## src/logic/link_error_defs.svh

```systemverilog
// Purpose: offsets, field positions and reset values for the link error block
// Assumes: byte addresses on the register port
// Notes:   definitions only
`ifndef LINK_ERROR_DEFS_SVH
`define LINK_ERROR_DEFS_SVH

`define OFS_PHY_STATE_MIRROR   8'hB0
`define OFS_PHY_TEST_CLK_CLR   8'hB4
`define OFS_PHY_TEST_DATA_SEL  8'hB8
`define OFS_LINK_ERR_STATUS_A  8'hBC
`define OFS_LINK_ERR_STATUS_B  8'hC0
`define OFS_LINK_ERR_MASK_A    8'hC4

`define TEST_CLK_BIT           1
`define TEST_CLR_BIT           0
`define TEST_CLR_RESET         1'h1
`define TEST_SEL_BIT           16
`define TEST_DOUT_LSB          8
`define STATUS_A_BITS          21
`define STATUS_B_BITS          13
`define LANE_ERR_LSB           16

`endif

```

## src/logic/link_error_pkg.sv

```systemverilog
// Purpose: types shared by the link error block
// Assumes: nothing
// Notes:   structs only; constants live in link_error_defs.svh
`default_nettype none
package link_error_pkg;

    // live PHY protocol-interface state
    typedef struct packed {
        logic lane0_sleep_active_n;
        logic lane0_idle_state;
        logic clk_sleep_active_n;
        logic clk_idle_state;
        logic bus_direction;
        logic pll_locked;
    } phy_state_t;

    // lane 0 error strobes, bit order matches status a bits 20..16
    typedef struct packed {
        logic lp1_contention_signal;
        logic lp0_contention_signal;
        logic control_fault_signal;
        logic escape_sync_fault_signal;
        logic escape_entry_fault_signal;
    } lane_err_t;

    // controller error strobes, bit order matches status b bits 12..0
    typedef struct packed {
        logic read_pld_overflow;
        logic command_set_pld_underflow;
        logic write_pld_underflow;
        logic write_pld_full_write;
        logic command_full_write;
        logic pixel_pld_overflow;
        logic missing_end_packet;
        logic packet_size_fault;
        logic checksum_fault;
        logic ecc_multi_fault;
        logic ecc_single_fault;
        logic lowpower_rx_timeout;
        logic highspeed_tx_timeout;
    } ctrl_err_t;

    // test interface drive towards the PHY
    typedef struct packed {
        logic       test_clear;
        logic       test_clock;
        logic       test_addr_sel;
        logic [7:0] test_din;
    } phy_test_t;

    // register state of the block; the synchroniser flops are kept outside it
    typedef struct packed {
        logic        test_clear_r;
        logic        test_clock_r;
        logic        test_sel_r;
        logic [7:0]  test_din_r;
        logic [20:0] status_a_r;
        logic [12:0] status_b_r;
        logic [20:0] mask_a_r;
        logic [31:0] rdata_r;
    } state_t;

endpackage
`default_nettype wire

```

## src/logic/link_error_status.sv

```systemverilog
// Purpose: PHY state mirror, PHY test interface drive and latched link error status
// Assumes: phy and error strobes come from the PHY domain; register port is on sys_clk
// Notes:   reads of the error status registers clear them
//          irq is a level; status b has no mask in this block
//          PHY inputs pass two flops before any logic reads them
//          lane errors are edge detected so a held level sets once
`include "link_error_defs.svh"
`default_nettype none

module link_error_status (
    input  wire logic                     sys_clk,
    input  wire logic                     rst_n,
    input  wire logic                     clk_en,
    // register port
    input  wire logic                     reg_sel,
    input  wire logic                     reg_write,
    input  wire logic [7:0]               reg_addr,
    input  wire logic [31:0]              reg_wdata,
    output logic      [31:0]              reg_rdata,
    // PHY side
    input  wire link_error_pkg::phy_state_t phy_state,
    input  wire logic [7:0]               phy_test_dout,
    output link_error_pkg::phy_test_t     phy_test,
    // error event sources
    input  wire link_error_pkg::lane_err_t lane_err,
    input  wire logic                     ack_report_valid,
    input  wire logic [15:0]              ack_report_bits,
    input  wire link_error_pkg::ctrl_err_t ctrl_err,
    // write strobes of the generic FIFOs, for the full-write errors
    input  wire logic                     gen_pld_write,
    input  wire logic                     gen_pld_full,
    input  wire logic                     gen_cmd_write,
    input  wire logic                     gen_cmd_full,
    output logic                          gen_pld_accept,
    output logic                          gen_cmd_accept,
    output logic                          irq
);

    ////////////////////////////////////////////////////////////////////////
    // input synchronisers for the PHY-domain signals
    logic [5:0]  phy_meta_r;
    logic [5:0]  phy_sync_r;
    logic [7:0]  dout_meta_r;
    logic [7:0]  dout_sync_r;
    logic [4:0]  lane_meta_r;
    logic [4:0]  lane_sync_r;
    logic [4:0]  lane_prev_r;

    always_ff @(posedge sys_clk or negedge rst_n) begin
        if (!rst_n) begin
            phy_meta_r  <= 6'h00;
            phy_sync_r  <= 6'h00;
        end else if (clk_en) begin
            phy_meta_r  <= phy_state;
            phy_sync_r  <= phy_meta_r;
        end
    end

    always_ff @(posedge sys_clk or negedge rst_n) begin
        if (!rst_n) begin
            dout_meta_r <= 8'h00;
            dout_sync_r <= 8'h00;
        end else if (clk_en) begin
            dout_meta_r <= phy_test_dout;
            dout_sync_r <= dout_meta_r;
        end
    end

    // lane error synchroniser and edge history
    always_ff @(posedge sys_clk or negedge rst_n) begin
        if (!rst_n) begin
            lane_meta_r <= 5'h00;
            lane_sync_r <= 5'h00;
            lane_prev_r <= 5'h00;
        end else if (clk_en) begin
            lane_meta_r <= lane_err;
            lane_sync_r <= lane_meta_r;
            lane_prev_r <= lane_sync_r;
        end
    end

    ////////////////////////////////////////////////////////////////////////
    // helpers
    function automatic logic hit(input logic [7:0] addr, input logic [7:0] ofs);
        hit = (addr == ofs);
    endfunction

    // latched flags: set wins over a read-clear in the same cycle
    function automatic logic [20:0] latch(input logic [20:0] cur,
                                          input logic [20:0] ev,
                                          input logic        clr);
        latch = (clr ? 21'h00_0000 : cur) | ev;
    endfunction

    // status b counterpart, no padding needed
    function automatic logic [12:0] latch_b(input logic [12:0] cur,
                                            input logic [12:0] ev,
                                            input logic        clr);
        latch_b = (clr ? 13'h0000 : cur) | ev;
    endfunction

    link_error_pkg::state_t st_r;
    link_error_pkg::state_t st_nxt;

    // synchronised views of the PHY-side inputs
    link_error_pkg::phy_state_t phy_live;
    logic [4:0]  lane_rise;

    // access decode
    logic        rd_en;
    logic        wr_en;
    logic        rd_status_a;
    logic        rd_status_b;
    logic        wr_test_ctrl;
    logic        wr_test_data;
    logic        wr_mask_a;

    // event and flag next values
    logic [20:0] ev_a;
    logic [12:0] ev_b;
    logic [20:0] sa_next;
    logic [12:0] sb_next;
    logic        pld_drop;
    logic        cmd_drop;

    // read-back words, one per register
    logic [31:0] word_mirror;
    logic [31:0] word_test_ctrl;
    logic [31:0] word_test_data;
    logic [31:0] word_status_a;
    logic [31:0] word_status_b;
    logic [31:0] word_mask_a;

    assign rd_en        = reg_sel && !reg_write;
    assign wr_en        = reg_sel && reg_write;
    assign rd_status_a  = rd_en && hit(reg_addr, `OFS_LINK_ERR_STATUS_A);
    assign rd_status_b  = rd_en && hit(reg_addr, `OFS_LINK_ERR_STATUS_B);
    assign wr_test_ctrl = wr_en && hit(reg_addr, `OFS_PHY_TEST_CLK_CLR);
    assign wr_test_data = wr_en && hit(reg_addr, `OFS_PHY_TEST_DATA_SEL);
    assign wr_mask_a    = wr_en && hit(reg_addr, `OFS_LINK_ERR_MASK_A);

    // only the second flop of each synchroniser is read
    assign phy_live  = link_error_pkg::phy_state_t'(phy_sync_r);
    // a held error level sets its flag once, not every cycle
    assign lane_rise = lane_sync_r & ~lane_prev_r;

    assign pld_drop       = gen_pld_write && gen_pld_full;
    assign gen_pld_accept = gen_pld_write && !gen_pld_full;
    assign cmd_drop       = gen_cmd_write && gen_cmd_full;
    assign gen_cmd_accept = gen_cmd_write && !gen_cmd_full;

    ////////////////////////////////////////////////////////////////////////
    // error events of this cycle
    always_comb begin
        ev_a = 21'h00_0000;
        ev_b = 13'h0000;

        // lane 0 PHY errors arrive as levels
        // lp1 contention edge
        ev_a[20] = lane_rise[4];
        ev_a[19] = lane_rise[3];
        ev_a[18] = lane_rise[2];
        ev_a[17] = lane_rise[1];
        ev_a[16] = lane_rise[0];

        // report bits count only with their valid
        if (ack_report_valid) begin
            ev_a[15:0] = ack_report_bits;
        end

        // controller strobes, one status b bit each
        // read payload overflow
        ev_b[12] = ctrl_err.read_pld_overflow;
        ev_b[11] = ctrl_err.command_set_pld_underflow;
        ev_b[10] = ctrl_err.write_pld_underflow;
        ev_b[9]  = ctrl_err.write_pld_full_write | pld_drop;
        ev_b[8]  = ctrl_err.command_full_write | cmd_drop;
        ev_b[7]  = ctrl_err.pixel_pld_overflow;
        ev_b[6]  = ctrl_err.missing_end_packet;
        ev_b[5]  = ctrl_err.packet_size_fault;
        ev_b[4]  = ctrl_err.checksum_fault;
        ev_b[3]  = ctrl_err.ecc_multi_fault;
        ev_b[2]  = ctrl_err.ecc_single_fault;
        ev_b[1]  = ctrl_err.lowpower_rx_timeout;
        ev_b[0]  = ctrl_err.highspeed_tx_timeout;
    end

    ////////////////////////////////////////////////////////////////////////
    // read-back words
    always_comb begin
        word_mirror    = 32'h0000_0000;
        word_test_ctrl = 32'h0000_0000;
        word_test_data = 32'h0000_0000;
        word_status_a  = 32'h0000_0000;
        word_status_b  = 32'h0000_0000;
        word_mask_a    = 32'h0000_0000;
        word_mirror[5] = phy_live.lane0_sleep_active_n;
        word_mirror[4] = phy_live.lane0_idle_state;
        word_mirror[3] = phy_live.clk_sleep_active_n;
        word_mirror[2] = phy_live.clk_idle_state;
        word_mirror[1] = phy_live.bus_direction;
        // PLL lock, zero out of reset
        word_mirror[0] = phy_live.pll_locked;

        // test interface registers
        // test clock read-back
        word_test_ctrl[`TEST_CLK_BIT] = st_r.test_clock_r;
        word_test_ctrl[`TEST_CLR_BIT] = st_r.test_clear_r;
        word_test_data[`TEST_SEL_BIT] = st_r.test_sel_r;
        word_test_data[`TEST_DOUT_LSB +: 8] = dout_sync_r;
        word_test_data[7:0] = st_r.test_din_r;

        // error flag and mask registers
        // status a flags
        word_status_a[`STATUS_A_BITS-1:0] = st_r.status_a_r;
        word_status_b[`STATUS_B_BITS-1:0] = st_r.status_b_r;
        word_mask_a[`STATUS_A_BITS-1:0] = st_r.mask_a_r;
    end

    ////////////////////////////////////////////////////////////////////////
    // next state
    always_comb begin
        st_nxt = st_r;

        sa_next = latch(st_r.status_a_r, ev_a, rd_status_a);
        sb_next = latch_b(st_r.status_b_r, ev_b, rd_status_b);
        st_nxt.status_a_r = sa_next;
        st_nxt.status_b_r = sb_next;

        // register writes
        // test clock and clear
        if (wr_test_ctrl) begin
            st_nxt.test_clock_r = reg_wdata[`TEST_CLK_BIT];
            st_nxt.test_clear_r = reg_wdata[`TEST_CLR_BIT];
        end
        if (wr_test_data) begin
            st_nxt.test_sel_r = reg_wdata[`TEST_SEL_BIT];
            st_nxt.test_din_r = reg_wdata[7:0];
        end
        if (wr_mask_a) begin
            st_nxt.mask_a_r = reg_wdata[`STATUS_A_BITS-1:0];
        end
        // writes to other offsets are ignored

        // zero unless a read is taken
        st_nxt.rdata_r = 32'h0000_0000;
        if (rd_en) begin
            case (reg_addr)
                `OFS_PHY_STATE_MIRROR: begin
                    st_nxt.rdata_r = word_mirror;
                end
                `OFS_PHY_TEST_CLK_CLR: begin
                    st_nxt.rdata_r = word_test_ctrl;
                end
                `OFS_PHY_TEST_DATA_SEL: begin
                    st_nxt.rdata_r = word_test_data;
                end
                `OFS_LINK_ERR_STATUS_A: begin
                    st_nxt.rdata_r = word_status_a;
                end
                `OFS_LINK_ERR_STATUS_B: begin
                    st_nxt.rdata_r = word_status_b;
                end
                `OFS_LINK_ERR_MASK_A: begin
                    st_nxt.rdata_r = word_mask_a;
                end
                default: begin
                    st_nxt.rdata_r = 32'h0000_0000;
                end
            endcase
        end
    end

    always_ff @(posedge sys_clk or negedge rst_n) begin
        if (!rst_n) begin
            st_r              <= '0;
            st_r.test_clear_r <= `TEST_CLR_RESET;
        end else if (clk_en) begin
            st_r <= st_nxt;
        end
    end

    ////////////////////////////////////////////////////////////////////////
    // outputs
    assign reg_rdata = st_r.rdata_r;

    // test interface drive, straight from the register bits
    // clear, high out of reset
    assign phy_test.test_clear    = st_r.test_clear_r;
    assign phy_test.test_clock    = st_r.test_clock_r;
    assign phy_test.test_addr_sel = st_r.test_sel_r;
    assign phy_test.test_din      = st_r.test_din_r;

    // sources that are set and enabled
    logic [20:0] pend_a;
    logic        pend_b;
    assign pend_a = st_r.status_a_r & st_r.mask_a_r;
    // status b has no mask in this block, so every flag reaches irq
    assign pend_b = |st_r.status_b_r;

    // interrupt from masked status a and unmasked status b, a level that falls once the flags are read
    assign irq = |pend_a || pend_b;

endmodule // link_error_status
`default_nettype wire

```

## config.mk

```make
export PLATFORM = sky130hd
export DESIGN_NAME = link_error_status
export DESIGN_NICKNAME = d
export VERILOG_FILES = /design/src/logic/link_error_pkg.sv /design/src/logic/link_error_status.sv
export VERILOG_INCLUDE_DIRS = /design/src /design/src/logic
export SDC_FILE = /design/constraint.sdc
export NUM_CORES = 1
export LEC_CHECK = 0
export BUFFER_PORTS_ARGS = -buffer_cell sky130_fd_sc_hd__buf_2
export CAP_MARGIN = 15
export CORE_MARGIN = 2
export CORE_UTILIZATION = 52
export CTS_BUF_LIST = sky130_fd_sc_hd__clkbuf_8
export CTS_CLUSTER_SIZE = 12
export DETAILED_ROUTE_END_ITERATION = 10
export GPL_ROUTABILITY_DRIVEN = 0
export GPL_TIMING_DRIVEN = 1
export HOLD_SLACK_MARGIN = 0.1
export PLACE_DENSITY = 0.78
export SETUP_SLACK_MARGIN = 0.15
export SYNTH_ARGS = -nofsm -noshare
export SYNTH_HDL_FRONTEND = slang
export SYNTH_SLANG_ARGS = --single-unit
```

## constraint.sdc

```tcl
create_clock -name sys_clk -period 1.75 [get_ports sys_clk]
set_clock_uncertainty 0.05 [all_clocks]
set_input_delay 0.2625 -clock sys_clk [delete_from_list [all_inputs] [get_ports sys_clk]]
set_output_delay 0.2625 -clock sys_clk [all_outputs]
set_load 0.01 [all_outputs]
```

==> summary.log <==
INFO  run_status     run_status=complete, but fails checks
INFO  run_status     failed_checks=setup timing
INFO  place          dp_cells=700
INFO  layout         final_net_count=749
INFO  power_and_ir_drop combinationalPowerShare=10.8%
INFO  power_and_ir_drop seq_power_share=50.7%
INFO  synthesis      ys_seq_elements=130
INFO  synthesis      syn-cell-area=5923um^2
INFO  setup_path     critPathMaxStageDelay=410ps
INFO  timing         min_period_over_period=117.8%
INFO  route          detail_route.iter0.violations=242
INFO  min_path       worstHoldPathType=input pin to async pin
INFO  setup_path     critical_path.cell_chain=nor4_4 -> nand4_1 -> nor2_2 -> nand4_1 -> buf_2
INFO  synthesis      synth_cells=462
INFO  synthesis      dominantRegCellSynth=dfrtp_1
INFO  timing         drv_slew=0
INFO  clock_network  clock_sink_count=130
INFO  floorplan      floorplan.initialDensity=53.93%
INFO  synthesis      asyncSetResetFlopFracSynth=100.0%
INFO  floorplan      top_level_ports=144
INFO  synthesis      yosys-top-cells-count=dfrtp_1, mux2_2, buf_4, a22o_1, inv_1
INFO  clock_network  tritoncts.num_buffers=17
INFO  route          route.detailed.vias_per_inst=5.638
INFO  synthesis      average_size_of_a_mapped_cell=12.82um^2
INFO  timing         fmaxAchievable=484.9MHz
INFO  global_route   global_route.overflow_total=0
INFO  synthesis      post_synth_main_area_contributors=dfrtp_1, mux2_2, buf_4, a22o_1, mux2i_1
INFO  synthesis      synth_largest_area_cell=dfrtp_1
INFO  synthesis      synth_enable_flop_cells=0
INFO  route          met2RoutedLength=7727um
INFO  setup_path     path_common_cell=nand4_1
INFO  route          highest_metal_layer_used_by_the_detailed_router=met4
INFO  global_route   pin_count_of_the_biggest_net_entering_global_routing=47
INFO  clock_network  cts_max_level=4
INFO  power_and_ir_drop intPower=0.004829W
INFO  timing         tightestPinTransition=513.6ps
INFO  timing         max-slew-margin-rel=65.44%
INFO  power_and_ir_drop clock_power_share=38.4%
INFO  setup_path     setup.worst_path.start_class=flop
INFO  route          met3_wirelength=1048um
INFO  global_route   antenna_found_initial=0
INFO  clock_network  cts_root_buffer=clkbuf_8
INFO  floorplan      floorplan_row_count=38
INFO  setup_path     worst_path_dominant_cell_family=simple AND/OR/NAND/NOR gates
INFO  clock_network  post_cts.repair.setup_buffers=0
INFO  setup_path     worst_r2r_endpoint=reg_rdata[5]
INFO  setup_path     critical_path.endpoint_type=primary output
INFO  route          route.antenna.remaining_nets=0
INFO  timing         finalCriticalPeriod=2062ps
INFO  route          drtPass1Iterations=5
INFO  layout         antenna-diode-count=0
INFO  setup_path     timing.reg2reg.worst_path_depth=4
INFO  floorplan      die_height=110.7um
INFO  timing         finalSetupViolCount=1
INFO  route          drc=0
INFO  place          placedInstanceArea=6658um^2
INFO  setup_path     crit_path_kind=flop to primary output
INFO  global_route   grt_first_pass_wirelength=24900um
INFO  layout         fraction_of_final_layout_cells_with_drive_strength_greater_than_1=40.72%
INFO  setup_path     data_arrival_time_of_the_worst_path=1750ps
INFO  floorplan      floorplan.die.width=110.7um
INFO  setup_path     cp.required=1440ps
INFO  timing         post-route-worst-setup-slack=-312.1ps
INFO  timing         setup_repair_after_global_routing_missed_its_margin=true
INFO  power_and_ir_drop design_power_total=0.006374W
INFO  setup_path     worst-path-buf-inv=1
INFO  clock_network  path_clk_slew=80ps
INFO  route          routed_wire_length_per_instance=19.14um
INFO  route          routedLengthMet1=6195um
INFO  synthesis      seq_area_frac_synth=54.94%
INFO  timing         final-hold-violation-count=0
INFO  route          finalWirelength=15370um
INFO  run            max_cap_viol_count=0
INFO  synthesis      yosys_cell_types=42
INFO  place          port_buffers=121
INFO  floorplan      fp.coreArea=10980um^2
INFO  route          vias=4527
INFO  layout         final_cell_area=7786um^2
INFO  power_and_ir_drop p_leak=3.624nW
INFO  power_and_ir_drop switching_power=0.001545W
INFO  clock_network  source_to_sink_clock_delay_at_the_later_pin_of_the_worst_skew_pair=450ps
INFO  power_and_ir_drop sw_frac_of_total=24.24%
INFO  layout         area_added_between_synthesis_and_finish=31.45%
INFO  global_route   groute.usage.overall=26.08%
INFO  power_and_ir_drop worst_ir_drop_vdd=0.0007051V
INFO  clock_network  cts_tree=built
INFO  setup_path     worst_path_max_delay_cell=dfrtp_1
INFO  setup_path     worst-r2r-setup-slack=470ps
INFO  global_route   vias_in_the_first_global_route=4886
INFO  synthesis      synth.most_common_cell=dfrtp_1
INFO  layout         fin_cells=803
INFO  clock_network  cts-root-to-sink-buffers=2
INFO  setup_path     worst_r2r_startpoint=st_r[71]
INFO  place          detailed_placement_hpwl=10190um
INFO  synthesis      synth_top_cell_area_share=54.50%
INFO  setup_path     worst-path-max-fanout=2
INFO  synthesis      ys.warnings.count=0
INFO  floorplan      design.die.area=12260um^2
INFO  power_and_ir_drop power.density=818.7nW/um^2
[power groups by stage]
| stage | Sequential, W | Combinational (W) | Clock [W] |
|---|---|---|---|
| 2_1_floorplan | 0.00325 | 0.000322 | 0 |
| 3_3_place_gp | 0.00328 | 0.000542 | 0 |
| 3_5_place_dp | 0.00329 | 0.000560 | 0 |
| 4_1_cts | 0.00323 | 0.000688 | 0.00248 |
| 5_1_grt | 0.00325 | 0.000754 | 0.00260 |
| 6_report | 0.00323 | 0.000690 | 0.00245 |
[through the flow]
stage	utilization, %	hold WS [ps]	setup slack (ps)	setup TNS (ps)
CTS	70.84	227.9	-326.9	-326.9
global placement	60.62	176.2	-199.1	-5737
floorplan	-	-83.09	-217.7	-5612
finish	70.89	248.6	-312.1	-312.1
global route	70.89	265.6	-441.2	-441.2
detailed placement	60.62	183.8	-253.1	-7903
[routing by layer]
layer,vias up,GRT usage (%)
met4,0,11.83
met1,2266,33.57
li1,2029,-
met3,32,5.741
met5,-,0
met2,200,42.49
[placed cells by master (no fill, tap or decap), types with 5 or more instances in the layout]
cell type,Yosys,routed
buf_2,3,120
buf_12,0,6
clkinvlp_4,0,5
conb_1,1,11
dfrtp_1,129,129
o2bb2ai_1,5,5
mux2_2,76,71
a22oi_1,13,13
buf_4,43,30
o22a_1,7,7
nand2b_1,6,6
o22ai_1,18,18
o21ai_0,6,6
mux2_4,0,5
nand2_1,6,6
a22o_1,32,32
mux2i_1,21,21
clkbuf_8,0,22
inv_1,24,25
dlygate4sd3_1,0,72
[worst reg2reg max path: stages, from the launching register on]
cell and delay, ps:
dfrtp_1 400, mux2_2 270, a22oi_1 200, o32a_1 170, o22ai_1 60
[sequential cells by signal, indices dropped and copies added (netlist names)]
register and count:
lane_meta_r 5, dout_meta_r 8, lane_sync_r 5, phy_live 6, phy_test 11, reg_rdata 21, lane_prev_r 5, phy_meta_r 6
st_r 55, dout_sync_r 8
[repair_timing]
item                       CTS  global route
hold buffers                72             0
setup endpoints to repair    1             1
hold endpoints to repair   210             0
resized for setup            3             1
[worst max path at each step]
stage | depth (start not counted) | slack, ps | endpoint | from
floorplan | 7 | -220 | st_r[77] | reg_addr[1]
global placement | 5 | -200 | st_r[72] | reg_addr[6]
detailed placement | 5 | -250 | st_r[68] | reg_addr[6]
CTS | 5 | -330 | irq | st_r[62]
global route | 5 | -440 | irq | st_r[62]
finish | 5 | -310 | irq | st_r[62]
[logic make-up after synthesis]
logic type | share of synthesized area (%)
and+or+nand+nor | 4.436
other | 0.06331
buffers and inverters | 8.999
muxes | 18.38
DFF | 54.94
AOI/OAI and AO/OA | 13.18
[area by class of cell]
| type | count | area [um^2] |
|---|---|---|
| multi-input cells | 250 | 2216 |
| fillers | 744 | 3197 |
| flip-flops and latches | 130 | 3254 |
| well taps | 140 | 175.2 |
| clock inverters | 9 | 81.33 |
| clock buffers | 22 | 302.8 |
| repair buffers | 228 | 1667 |
| inverters | 24 | 90.09 |
Power figures use the tool's default switching activity.
